File: src/verilog/apc_pkg.sv
`default_nettype none

package apc_pkg;

	// ==========================================================
	// Widths and depths
	localparam int DATA_W     = 12;
	localparam int TAG_W      = 2;
	localparam int FIFO_W     = DATA_W + TAG_W;
	localparam int FIFO_DEPTH = 32;

	// ==========================================================
	// Conversion clock edge counts
	localparam logic [3:0] FALLS_TO_COMPLETE = 4'he;
	localparam logic [3:0] RISES_TO_TRACK    = 4'hd;

	// ==========================================================
	// Acquisition time
	localparam int MCLK_PERIOD_NS = 5;
	localparam int ACQ_TIME_NS    = 125;
	localparam int ACQ_CYCLES     =
		(ACQ_TIME_NS + MCLK_PERIOD_NS - 1) / MCLK_PERIOD_NS;
	localparam logic [4:0] ACQ_COUNT = 5'(ACQ_CYCLES);

	// ==========================================================
	// Control word layout and reset value
	localparam int         PM_LO_POS  = 4;
	localparam int         PM_HI_POS  = 5;
	localparam logic [11:0] CTRL_RESET = 12'h000;

	// Power-management encodings
	localparam logic [1:0] PM_NORMAL        = 2'h0;
	localparam logic [1:0] PM_AUTO_SHUTDOWN = 2'h1;
	localparam logic [1:0] PM_AUTO_STANDBY  = 2'h2;
	localparam logic [1:0] PM_FULL_SHUTDOWN = 2'h3;

	// ==========================================================
	// Data line layout
	localparam int SHARED_BIT8_POS = 8;
	localparam logic [11:0] OE_WORD = 12'hfff;
	localparam logic [11:0] OE_BYTE = 12'h0ff;
	localparam logic [11:0] OE_NONE = 12'h000;

	// ==========================================================
	// Synchroniser vector layout and idle levels
	localparam int SY_CONVERSION_START_N = 0;
	localparam int SY_CCLK   = 1;
	localparam int SY_CS     = 2;
	localparam int SY_RD     = 3;
	localparam int SY_WR     = 4;
	localparam int SY_WB     = 5;
	localparam int SY_DATA   = 6;
	localparam int SY_W      = SY_DATA + DATA_W;
	localparam logic [17:0] SYNC_RESET = 18'h0003d;

	// ==========================================================
	// State types
	typedef enum logic [1:0] {
		CV_IDLE,
		CV_CONVERT,
		CV_STORE,
		CV_DRAIN
	} apc_conv_t;

	typedef enum logic [1:0] {
		PW_ON,
		PW_STANDBY,
		PW_SHUTDOWN
	} apc_power_t;

endpackage

`default_nettype wire

File: src/verilog/apc_sync.sv
`default_nettype none

module apc_sync #(
	parameter int               WIDTH     = 1,
	parameter logic [WIDTH-1:0] RESET_VAL = '0
) (
	// Clock and reset
	input  wire logic             mclk,
	input  wire logic             reset,
	// Raw and filtered levels
	input  wire logic [WIDTH-1:0] rawIn,
	output logic      [WIDTH-1:0] level
);

	// ==========================================================
	// Three stages; a change counts once stages two and three agree
	genvar i;
	generate
		for (i = 0; i < WIDTH; i++) begin : g_bit
			logic stage1;
			logic stage2;
			logic stage3;
			always_ff @(posedge mclk) begin
				if (reset) begin
					stage1 <= RESET_VAL[i];
					stage2 <= RESET_VAL[i];
					stage3 <= RESET_VAL[i];
					level[i] <= RESET_VAL[i];
				end else begin
					stage1 <= rawIn[i];
					stage2 <= stage1;
					stage3 <= stage2;
					if (stage2 == stage3) begin
						level[i] <= stage3;
					end
				end
			end
		end
	endgenerate

endmodule // apc_sync

`default_nettype wire

File: src/verilog/apc_fifo.sv
`default_nettype none

module apc_fifo #(
	parameter int WIDTH = 14,
	parameter int DEPTH = 32
) (
	// Clock and reset
	input  wire logic             mclk,
	input  wire logic             reset,
	// Fill side
	input  wire logic             inValid,
	output logic                  inReady,
	input  wire logic [WIDTH-1:0] inData,
	// Drain side
	output logic                  outValid,
	input  wire logic             outReady,
	output logic      [WIDTH-1:0] outData
);

	localparam int             AW         = $clog2(DEPTH);
	localparam logic [AW:0]    FULL_COUNT = (AW + 1)'(DEPTH);
	localparam logic [AW-1:0]  LAST_SLOT  = AW'(DEPTH - 1);

	logic [WIDTH-1:0] mem [DEPTH];
	logic [AW-1:0]    wrPtr;
	logic [AW-1:0]    rdPtr;
	logic [AW:0]      count;
	logic             push;
	logic             pop;

	assign inReady  = (count != FULL_COUNT);
	assign outValid = (count != '0);
	assign outData  = mem[rdPtr];
	assign push     = inValid && inReady;
	assign pop      = outValid && outReady;

	// ==========================================================
	// Storage
	always_ff @(posedge mclk) begin
		if (push) begin
			mem[wrPtr] <= inData;
		end
	end

	// ==========================================================
	// Pointers and occupancy
	always_ff @(posedge mclk) begin
		if (reset) begin
			wrPtr <= '0;
			rdPtr <= '0;
			count <= '0;
		end else begin
			if (push) begin
				wrPtr <= (wrPtr == LAST_SLOT) ? '0 : AW'(wrPtr + 1'b1);
			end
			if (pop) begin
				rdPtr <= (rdPtr == LAST_SLOT) ? '0 : AW'(rdPtr + 1'b1);
			end
			if (push && !pop) begin
				count <= (AW + 1)'(count + 1'b1);
			end else if (pop && !push) begin
				count <= (AW + 1)'(count - 1'b1);
			end
		end
	end

endmodule // apc_fifo

`default_nettype wire

File: src/verilog/apc_port.sv
// Behaviour
// RQ1: Data port is 12 bits; word/byte select high means word mode.
// RQ2: Start falling edge begins conversion, holds sampler, raises busy.
// RQ3: Start rising before 14th conversion clock fall aborts, sampler tracks.
// RQ4: Busy goes low when the conversion completes; here a full queue holds busy high until the host reads.
// RQ5: After power-on sampler holds until first start rising edge.
// RQ6: Host allows 125 ns acquisition before lowering start.
// RQ7: Sampler holds on start fall, tracks on 13th conversion clock rise.
// RQ8: In auto power-down modes a start rising edge powers up.
// RQ9: Word mode read drives all 12 result bits; shared pin is bit 8.
// RQ10: Byte mode read uses two eight-bit reads chosen by high-byte enable.
// RQ11: Low byte is eight LSBs; high byte is MSBs, channel tag, zeros.
// RQ12: Select and read strobe combine; lines driven only while both low.
// RQ13: Lines released once the read access ends.
// RQ14: With strobes held low, new result is on lines before busy falls; here in byte mode it waits behind an unread result.
// RQ15: Host avoids toggling read strobe during conversion.
// RQ16: Word mode write loads full control word, bit 0 least significant.
// RQ17: Byte mode write is low byte, then high byte with enable high.
// RQ18: Host writes zeros in the top four bits of the high byte.
// RQ19: Control word latches on rising edge of write strobe.
// RQ20: Select and write strobe combine internally.
// RQ21: Two power bits pick one of four modes; reset gives normal.
// RQ22: Encodings: normal, auto shutdown, auto standby, full shutdown.
// RQ23: Full shutdown and wake from it happen at write strobe rise.
// RQ24: Result and tag register updates only when a conversion completes; here it also loads the next queued result when a read takes the current one.
`default_nettype none

module apc_port
	import apc_pkg::*;
(
	// Clock and reset
	input  wire logic              mclk,
	input  wire logic              reset,
	// Conversion pins
	input  wire logic              conversionStartN,
	input  wire logic              conversionClockIn,
	output logic                   busy,
	// Bus strobes and mode
	input  wire logic              chipSelectN,
	input  wire logic              readStrobeN,
	input  wire logic              writeStrobeN,
	input  wire logic              wordByteSel,
	// Data lines, bit 8 is the shared pin
	input  wire logic [DATA_W-1:0] dataLinesIn,
	output logic      [DATA_W-1:0] dataLinesOut,
	output logic      [DATA_W-1:0] dataLinesOe,
	// Sampled value from the analogue core
	input  wire logic [DATA_W-1:0] sampleCode,
	input  wire logic [TAG_W-1:0]  sampleChannel,
	// Status
	output logic                   samplerTrack,
	output logic      [1:0]        powerState,
	output logic      [DATA_W-1:0] controlWord,
	output logic                   acquisitionShort
);

	// ==========================================================
	// Pin synchronisers and edge detection
	logic [SY_W-1:0] rawPins;
	logic [SY_W-1:0] pins;
	logic [SY_W-1:0] pinsPrev;

	assign rawPins = {dataLinesIn, wordByteSel, writeStrobeN, readStrobeN,
		chipSelectN, conversionClockIn, conversionStartN};

	apc_sync #(
		.WIDTH     (SY_W),
		.RESET_VAL (SYNC_RESET)
	) u_sync (
		.mclk  (mclk),
		.reset (reset),
		.rawIn (rawPins),
		.level (pins)
	);

	always_ff @(posedge mclk) begin
		if (reset) begin
			pinsPrev <= SYNC_RESET;
		end else begin
			pinsPrev <= pins;
		end
	end

	logic            convFall;
	logic            convRise;
	logic            clkRise;
	logic            clkFall;
	logic            readActive;
	logic            writeActive;
	logic            wordMode;
	logic            highByteEnable;
	logic [DATA_W-1:0] busData;

	assign convFall = pinsPrev[SY_CONVERSION_START_N] && !pins[SY_CONVERSION_START_N];
	assign convRise = !pinsPrev[SY_CONVERSION_START_N] && pins[SY_CONVERSION_START_N];
	assign clkRise  = !pinsPrev[SY_CCLK] && pins[SY_CCLK];
	assign clkFall  = pinsPrev[SY_CCLK] && !pins[SY_CCLK];
	assign readActive  = !pins[SY_CS] && !pins[SY_RD];  // see RQ12
	assign writeActive = !pins[SY_CS] && !pins[SY_WR];  // see RQ20
	assign wordMode    = pins[SY_WB];                   // see RQ1
	assign busData     = pins[SY_DATA +: DATA_W];
	assign highByteEnable = busData[SHARED_BIT8_POS];

	logic readActPrev;
	logic writeActPrev;
	logic readHigh;
	logic readEnd;
	logic writeEnd;

	assign readEnd  = readActPrev && !readActive;
	assign writeEnd = writeActPrev && !writeActive;  // see RQ19

	always_ff @(posedge mclk) begin
		if (reset) begin
			readActPrev  <= 1'b0;
			writeActPrev <= 1'b0;
			readHigh     <= 1'b0;
		end else begin
			readActPrev  <= readActive;
			writeActPrev <= writeActive;
			if (readActive) begin
				readHigh <= highByteEnable;
			end
		end
	end

	// ==========================================================
	// Control word writes
	logic [7:0]        lowStage;
	logic              ctrlCommit;
	logic [DATA_W-1:0] ctrlNew;
	logic [1:0]        pmNow;
	logic [1:0]        pmNew;

	always_comb begin
		ctrlCommit = 1'b0;
		ctrlNew    = controlWord;
		if (writeEnd && wordMode) begin
			ctrlCommit = 1'b1;
			ctrlNew    = busData;  // see RQ16
		end else if (writeEnd && highByteEnable) begin
			ctrlCommit = 1'b1;
			ctrlNew    = {busData[3:0], lowStage};  // see RQ17
		end
	end

	assign pmNow = {controlWord[PM_HI_POS], controlWord[PM_LO_POS]};
	assign pmNew = {ctrlNew[PM_HI_POS], ctrlNew[PM_LO_POS]};

	always_ff @(posedge mclk) begin
		if (reset) begin
			controlWord <= CTRL_RESET;  // see RQ21
			lowStage    <= 8'h00;
		end else begin
			if (writeEnd && !wordMode && !highByteEnable) begin
				lowStage <= busData[7:0];  // see RQ17
			end
			if (ctrlCommit) begin
				controlWord <= ctrlNew;
			end
		end
	end

	// ==========================================================
	// Conversion sequence
	apc_conv_t       state;
	logic [3:0]      fallCount;
	logic [3:0]      riseCount;
	logic [FIFO_W-1:0] captured;
	logic            primed;
	logic            startConv;
	logic            abortConv;
	logic            convDone;
	logic            fifoInReady;
	logic            fifoOutValid;
	logic [FIFO_W-1:0] fifoOutData;
	logic            loadOut;
	logic            loadPrev;

	// Power-on hold until the first start rising edge
	assign startConv = (state == CV_IDLE) && convFall && primed
		&& (powerState == PW_ON);  // see RQ5
	assign abortConv = (state == CV_CONVERT) && convRise
		&& (fallCount < FALLS_TO_COMPLETE);  // see RQ3
	// Busy drops once no load is in flight; a result queued behind an
	// unread one waits in the queue instead of stalling busy
	assign convDone = (state == CV_DRAIN) && !loadOut && !loadPrev;

	always_ff @(posedge mclk) begin
		if (reset) begin
			primed <= 1'b0;
		end else if (convRise) begin
			primed <= 1'b1;  // see RQ5
		end
	end

	always_ff @(posedge mclk) begin
		if (reset) begin
			state     <= CV_IDLE;
			busy      <= 1'b0;
			fallCount <= 4'h0;
			riseCount <= 4'h0;
			captured  <= '0;
		end else begin
			unique case (state)
				CV_IDLE: begin
					if (startConv) begin
						state     <= CV_CONVERT;
						busy      <= 1'b1;  // see RQ2
						fallCount <= 4'h0;
						riseCount <= 4'h0;
						captured  <= {sampleChannel, sampleCode};
					end
				end
				CV_CONVERT: begin
					if (abortConv) begin
						state <= CV_IDLE;
						busy  <= 1'b0;  // see RQ3
					end else begin
						if (clkRise) begin
							riseCount <= 4'(riseCount + 1'b1);
						end
						if (clkFall) begin
							fallCount <= 4'(fallCount + 1'b1);
							if (fallCount == FALLS_TO_COMPLETE - 4'h1) begin
								state <= CV_STORE;
							end
						end
					end
				end
				CV_STORE: begin
					// A full queue holds busy high until the host reads
					if (fifoInReady) begin
						state <= CV_DRAIN;
					end
				end
				CV_DRAIN: begin
					if (convDone) begin
						state <= CV_IDLE;
						busy  <= 1'b0;  // see RQ4
					end
				end
			endcase
		end
	end

	// ==========================================================
	// Sampler track and hold
	always_ff @(posedge mclk) begin
		if (reset) begin
			samplerTrack <= 1'b0;  // see RQ5
		end else if (startConv) begin
			samplerTrack <= 1'b0;  // see RQ7
		end else if (abortConv) begin
			samplerTrack <= 1'b1;  // see RQ3
		end else if (state == CV_CONVERT && clkRise
			&& riseCount == RISES_TO_TRACK - 4'h1) begin
			samplerTrack <= 1'b1;  // see RQ7
		end else if (ctrlCommit && pmNew == PM_FULL_SHUTDOWN) begin
			samplerTrack <= 1'b0;  // see RQ23
		end else if (ctrlCommit && powerState == PW_SHUTDOWN
			&& pmNow == PM_FULL_SHUTDOWN) begin
			samplerTrack <= 1'b1;  // see RQ23
		end else if (convDone && (pmNow == PM_AUTO_SHUTDOWN
			|| pmNow == PM_AUTO_STANDBY)) begin
			samplerTrack <= 1'b0;
		end else if (convRise && pmNow != PM_FULL_SHUTDOWN
			&& (!primed || powerState != PW_ON)) begin
			samplerTrack <= 1'b1;  // see RQ8
		end
	end

	// ==========================================================
	// Power modes
	always_ff @(posedge mclk) begin
		if (reset) begin
			powerState <= PW_ON;  // see RQ21
		end else if (ctrlCommit && pmNew == PM_FULL_SHUTDOWN) begin
			powerState <= PW_SHUTDOWN;  // see RQ23
		end else if (ctrlCommit && pmNow == PM_FULL_SHUTDOWN) begin
			powerState <= PW_ON;  // see RQ23
		end else if (convDone && pmNow == PM_AUTO_SHUTDOWN) begin
			powerState <= PW_SHUTDOWN;  // see RQ22
		end else if (convDone && pmNow == PM_AUTO_STANDBY) begin
			powerState <= PW_STANDBY;  // see RQ22
		end else if (convRise && powerState != PW_ON
			&& pmNow != PM_FULL_SHUTDOWN) begin
			powerState <= PW_ON;  // see RQ8
		end
	end

	// ==========================================================
	// Acquisition check, a warning only: the host owns this time
	logic [4:0] acqCount;

	always_ff @(posedge mclk) begin
		if (reset) begin
			acqCount         <= 5'h00;
			acquisitionShort <= 1'b0;
		end else begin
			if (!samplerTrack) begin
				acqCount <= 5'h00;
			end else if (acqCount != ACQ_COUNT) begin
				acqCount <= 5'(acqCount + 1'b1);
			end
			if (startConv) begin
				acquisitionShort <= (acqCount < ACQ_COUNT);  // see RQ6
			end
		end
	end

	// ==========================================================
	// Result queue and output register
	logic              outValid;
	logic [FIFO_W-1:0] outReg;
	logic              readTaken;
	logic              drainReady;

	// Byte mode counts a result as read after its high byte
	assign readTaken  = readEnd && (wordMode || readHigh);  // see RQ10
	// In word mode held-low strobes take each result as it completes, so a read
	// that spans a completion can see the data change
	assign drainReady = !outValid || readTaken
		|| (readActive && wordMode && state == CV_DRAIN);  // see RQ14
	assign loadOut    = fifoOutValid && drainReady;

	apc_fifo #(
		.WIDTH (FIFO_W),
		.DEPTH (FIFO_DEPTH)
	) u_fifo (
		.mclk     (mclk),
		.reset    (reset),
		.inValid  (state == CV_STORE),
		.inReady  (fifoInReady),
		.inData   (captured),
		.outValid (fifoOutValid),
		.outReady (drainReady),
		.outData  (fifoOutData)
	);

	always_ff @(posedge mclk) begin
		if (reset) begin
			outReg   <= '0;
			outValid <= 1'b0;
			loadPrev <= 1'b0;
		end else begin
			loadPrev <= loadOut;
			if (loadOut) begin
				outReg   <= fifoOutData;  // see RQ24
				outValid <= 1'b1;
			end else if (readTaken) begin
				outValid <= 1'b0;
			end
		end
	end

	// ==========================================================
	// Data line drive
	always_ff @(posedge mclk) begin
		if (reset) begin
			dataLinesOut <= '0;
			dataLinesOe  <= OE_NONE;
		end else begin
			if (wordMode) begin
				dataLinesOut <= outReg[DATA_W-1:0];  // see RQ9
			end else if (highByteEnable) begin
				dataLinesOut <= {4'h0, 2'b00, outReg[FIFO_W-1:DATA_W],
					outReg[11:8]};  // see RQ11
			end else begin
				dataLinesOut <= {4'h0, outReg[7:0]};  // see RQ11
			end
			if (!readActive) begin
				dataLinesOe <= OE_NONE;  // see RQ13
			end else begin
				dataLinesOe <= wordMode ? OE_WORD : OE_BYTE;  // see RQ12
			end
		end
	end
endmodule // apc_port

`default_nettype wire

File: config.mk
export PLATFORM = sky130hd
export DESIGN_NAME = apc_port
export DESIGN_NICKNAME = d
export VERILOG_FILES = /design/src/verilog/apc_pkg.sv /design/src/verilog/apc_sync.sv /design/src/verilog/apc_fifo.sv /design/src/verilog/apc_port.sv
export SDC_FILE = /design/constraint.sdc
export NUM_CORES = 1
export LEC_CHECK = 0
export ABC_CLOCK_PERIOD_IN_PS = 4530
export BUFFER_PORTS_ARGS = -buffer_cell sky130_fd_sc_hd__clkbuf_2
export CAP_MARGIN = 10
export CORE_UTILIZATION = 30
export DETAILED_ROUTE_END_ITERATION = 8
export PLACE_DENSITY = 0.55
export SETUP_SLACK_MARGIN = 0.05
export SYNTH_ARGS = -nofsm -noshare
export SYNTH_HDL_FRONTEND = slang
export SYNTH_HIERARCHICAL = 1
export SYNTH_SLANG_ARGS = --single-unit
File: constraint.sdc
create_clock -name mclk -period 4.53 [get_ports mclk]
set_input_delay 0.453 -clock mclk [delete_from_list [all_inputs] [get_ports mclk]]
set_output_delay 0.453 -clock mclk [all_outputs]
set_load 0.01 [all_outputs]
==> flow_summary_export.csv <==
group,metric,value,unit
run_status,status,"finished, final reports clean",
yosys,yosysWarnings,6,
worst_setup_path,path_cells,"or4_4 -> o31ai_4 -> inv_4 -> ha_1 -> inv_1 -> ha_1 -> and3_1 -> a2111oi_0 -> o22ai_1 -> nand3_1",
grt,grt_pass1_wl,82800,um
timing,maxSlewHeadroom,0.203,
clock_network,post_cts_resized,0,
finish,drive_gt1_frac,0.177,
power,intPower,0.00964,W
die,ioPinCount,75,
job,cap_violations,0,
worst_setup_path,crit_top_cell,"ha_1",
power,seqPwrFrac,0.505,
die,die_y,287,um
detailed_routing,wl_per_cell,19.7,um
worst_setup_path,max_stage_delay,0.59,ns
yosys,ys.flop_type,"edfxtp_1",
place,hpwl,33200,um
clock_network,htree_levels,2,
grt,first_global_vias,13400,
yosys,ys_seq_area_frac,0.702,
place,routabilityCongestion,0.757,
timing,period_needed,3.21,ns
yosys,synth.distinct_cells,72,
clock_network,ctsHoldBuffers,5,
finish,antenna_cells,0,
yosys,synth_top_area_frac,0.551,
timing,slew_violations,0,
yosys,synth_nets,1660,
clock_network,insertion_delay,0.62,ns
detailed_routing,antenna_left,0,
grt,grt_use_total,0.132,
worst_setup_path,path_depth,10,
detailed_routing,drt_iter0_drc,897,
yosys,mappedNetlistArea,0.0244,mm^2
timing,min_period_over_period,0.709,
timing,rsz0062_at_grt,"no",
finish,design_area,0.0280,mm^2
timing,setup_viol,0,
worst_setup_path,worst-path-buf-inv,2,
worst_hold_path,hold_class,"in2reg",
clock_network,cts_tree,"built",
timing,finalHoldViolations,0,
yosys,yosysTopAreaCell,"edfxtp_1",
yosys,synth-edff-count,448,
detailed_routing,vias_per_cell,4.79,
detailed_routing,drt_wl_total,55100,um
worst_hold_path,holdPathStages,2,
grt,grt_remaining_overflow,0,
power,p_switching,0.00310,W
power,cellPowerDensity,455,mW/mm^2
power,swShare,0.243,
finish,syn_to_final_growth,14.8,%
power,power_frac_comb,0.116,
timing,skew,0.0264,ns
detailed_routing,drt_pass1_iterations,5,
detailed_routing,drc,0,
place,io_buffers,74,
finish,fin_nets,1749,
worst_setup_path,cp_data_arrival_time,3.77,ns
worst_setup_path,end_kind,"flop",
worst_setup_path,critPathSlowestCell,"or4_4",
yosys,synth_seq_cells,631,
die,dieArea,0.0825,mm^2
worst_setup_path,worstPathRequired,5.09,ns
clock_network,numCtsBuffers,60,
yosys,async_flop_share,0,
worst_setup_path,crit_type,"reg2reg",
clock_network,clock-root-buffer,"clkbuf_16",
power,clkPwrFrac,0.379,
timing,tns,0,ns
worst_setup_path,r2r_cells,10,
timing,tightestPinTransition,1.19,ns
worst_setup_path,critPathLaunchType,"flop",
clock_network,postCtsSetupRepairBufs,0,
place,dpl_cell_area,0.0259,mm^2
yosys,synthTopCellsByArea,"edfxtp_1 (55%), dfxtp_1 (15%), mux2i_1 (5.5%)",
detailed_routing,num_vias,13400,
worst_setup_path,crit_family,"compound AO/OA/AOI/OAI gates",
yosys,avgSynthCellArea,15.2,um^2
die,initial_core_util,0.303,
die,coreArea,0.0805,mm^2
grt,antenna_found_initial,0,
clock_network,clockBufferDepth,3,
yosys,syn-instance-count,1603,
die,rows,104,
worst_setup_path,critical_path.max_fanout,9,
power,leakage,9.02,nW
timing,timing.fmax,311,MHz
clock_network,clk_pin_slew,0.07,ns
clock_network,clock-sinks,631,
die,die_width,287,um
power,vdd_drop_max,0.324,mV
worst_setup_path,ff2ff_setup_slack,1.32,ns
grt,grt_max_degree,92,
## power by group through the flow
stage          combinational [W]  sequential [W]  clock, W
6_report                 0.00148         0.00644   0.00483
3_3_place_gp             0.00145         0.00656         0
5_1_grt                  0.00159         0.00646   0.00517
4_1_cts                  0.00149         0.00644   0.00495
2_1_floorplan            0.00118         0.00644         0
3_5_place_dp             0.00148         0.00657         0
## kinds of logic after synthesis
| family | synth area share |
|---|---|
| DFF | 0.702 |
| and+or+nand+nor | 0.0833 |
| AOI/OAI and AO/OA | 0.0667 |
| muxes | 0.107 |
| buffers and inverters | 0.0259 |
| adders and majority gates | 0.0121 |
| xor gates and xnor gates | 0.00359 |
## synthesized netlist by cell type (3+ instances only)
library cell	number
edfxtp_1	448
dfxtp_1	183
mux2i_1	134
nor2_1	106
nand2_1	78
a21oi_1	71
nand3_1	59
a22oi_1	56
mux4_2	56
nor2b_1	53
clkbuf_1	34
buf_2	30
inv_1	26
ha_1	22
o21ai_0	17
or2_1	16
nor3b_1	15
a22o_1	14
buf_4	12
o22ai_1	12
a221oi_2	11
nor3_1	11
buf_6	10
xor2_1	8
a211oi_1	7
or3_1	7
and2_1	6
and3_1	6
nand3b_1	6
o21ai_1	6
a31oi_1	5
buf_1	5
nor4_1	5
o21bai_1	5
nand2_4	4
nand2b_1	4
a21o_1	3
a221oi_1	3
nand4_1	3
o21a_1	3
or4_1	3
## flip-flops by register name, indices dropped and copies added, names as in the netlist, 2 cells and up, named ones only
signal and count:
pinsPrev 2, acqCount 5, u_fifo/count 6, u_sync/level 18
u_sync/g_bit.stage1 18, dataLinesOut 12, powerState 2, u_fifo/rdPtr 5
u_sync/g_bit.stage3 18, u_fifo/wrPtr 5, u_sync/g_bit.stage2 18, dataLinesOe 2
controlWord 12, riseCount 4, captured 14, lowStage 8
u_fifo/mem 448, fallCount 4, outReg 14
## worst paths after layout
kind | to | from
min | u_sync/g_bit[15].stage1 | dataLinesIn[9]
max reg2reg | u_fifo/count[5] | u_fifo/count[4]
min reg2reg | u_sync/g_bit[5].stage2 | u_sync/g_bit[5].stage1
max | u_fifo/count[5] | u_fifo/count[4]
## metrics by stage
stage	utilization	cells	setup WS (ns)	hold slack [ns]	total power [W]
finish	0.348	2802	1.32	0.0470	0.0127
global placement	0.322	2679	1.41	0.401	0.00801
CTS	0.346	2796	1.32	0.00719	0.0129
detailed placement	0.322	2679	1.32	0.397	0.00805
floorplan	-	1603	1.71	0.383	0.00763
global route	0.348	2802	1.03	0.0223	0.0132
## cell usage in the layout (no fill, tap or decap), types with 21 or more instances in the layout
master	instances
nand2_1	78
buf_4	34
nor2_1	89
a22oi_1	56
a21oi_1	71
dfxtp_1	181
inv_1	26
edfxtp_1	448
mux2i_1	134
clkbuf_2	76
mux4_2	56
nand3_1	59
ha_1	22
clkbuf_16	62
nor2b_1	50
clkbuf_1	21
## per-layer routing
layer	global-route usage	vias up	part of all wire
met5	0	-	0
met4	0.0406	0	0.025
met3	0.0271	75	0.049
met2	0.210	289	0.46
met1	0.180	6796	0.46
li1	-	6268	-
## cell type report
class	count	area (um^2)
clock buffer	95	1770
clock inverter	17	123
fill	7655	52500
timing repair buffer	120	860
multi-input combinational	851	6710
tap	1060	1330
sequential	631	17100
inverter	28	108
Power figures use the tool's default switching activity.
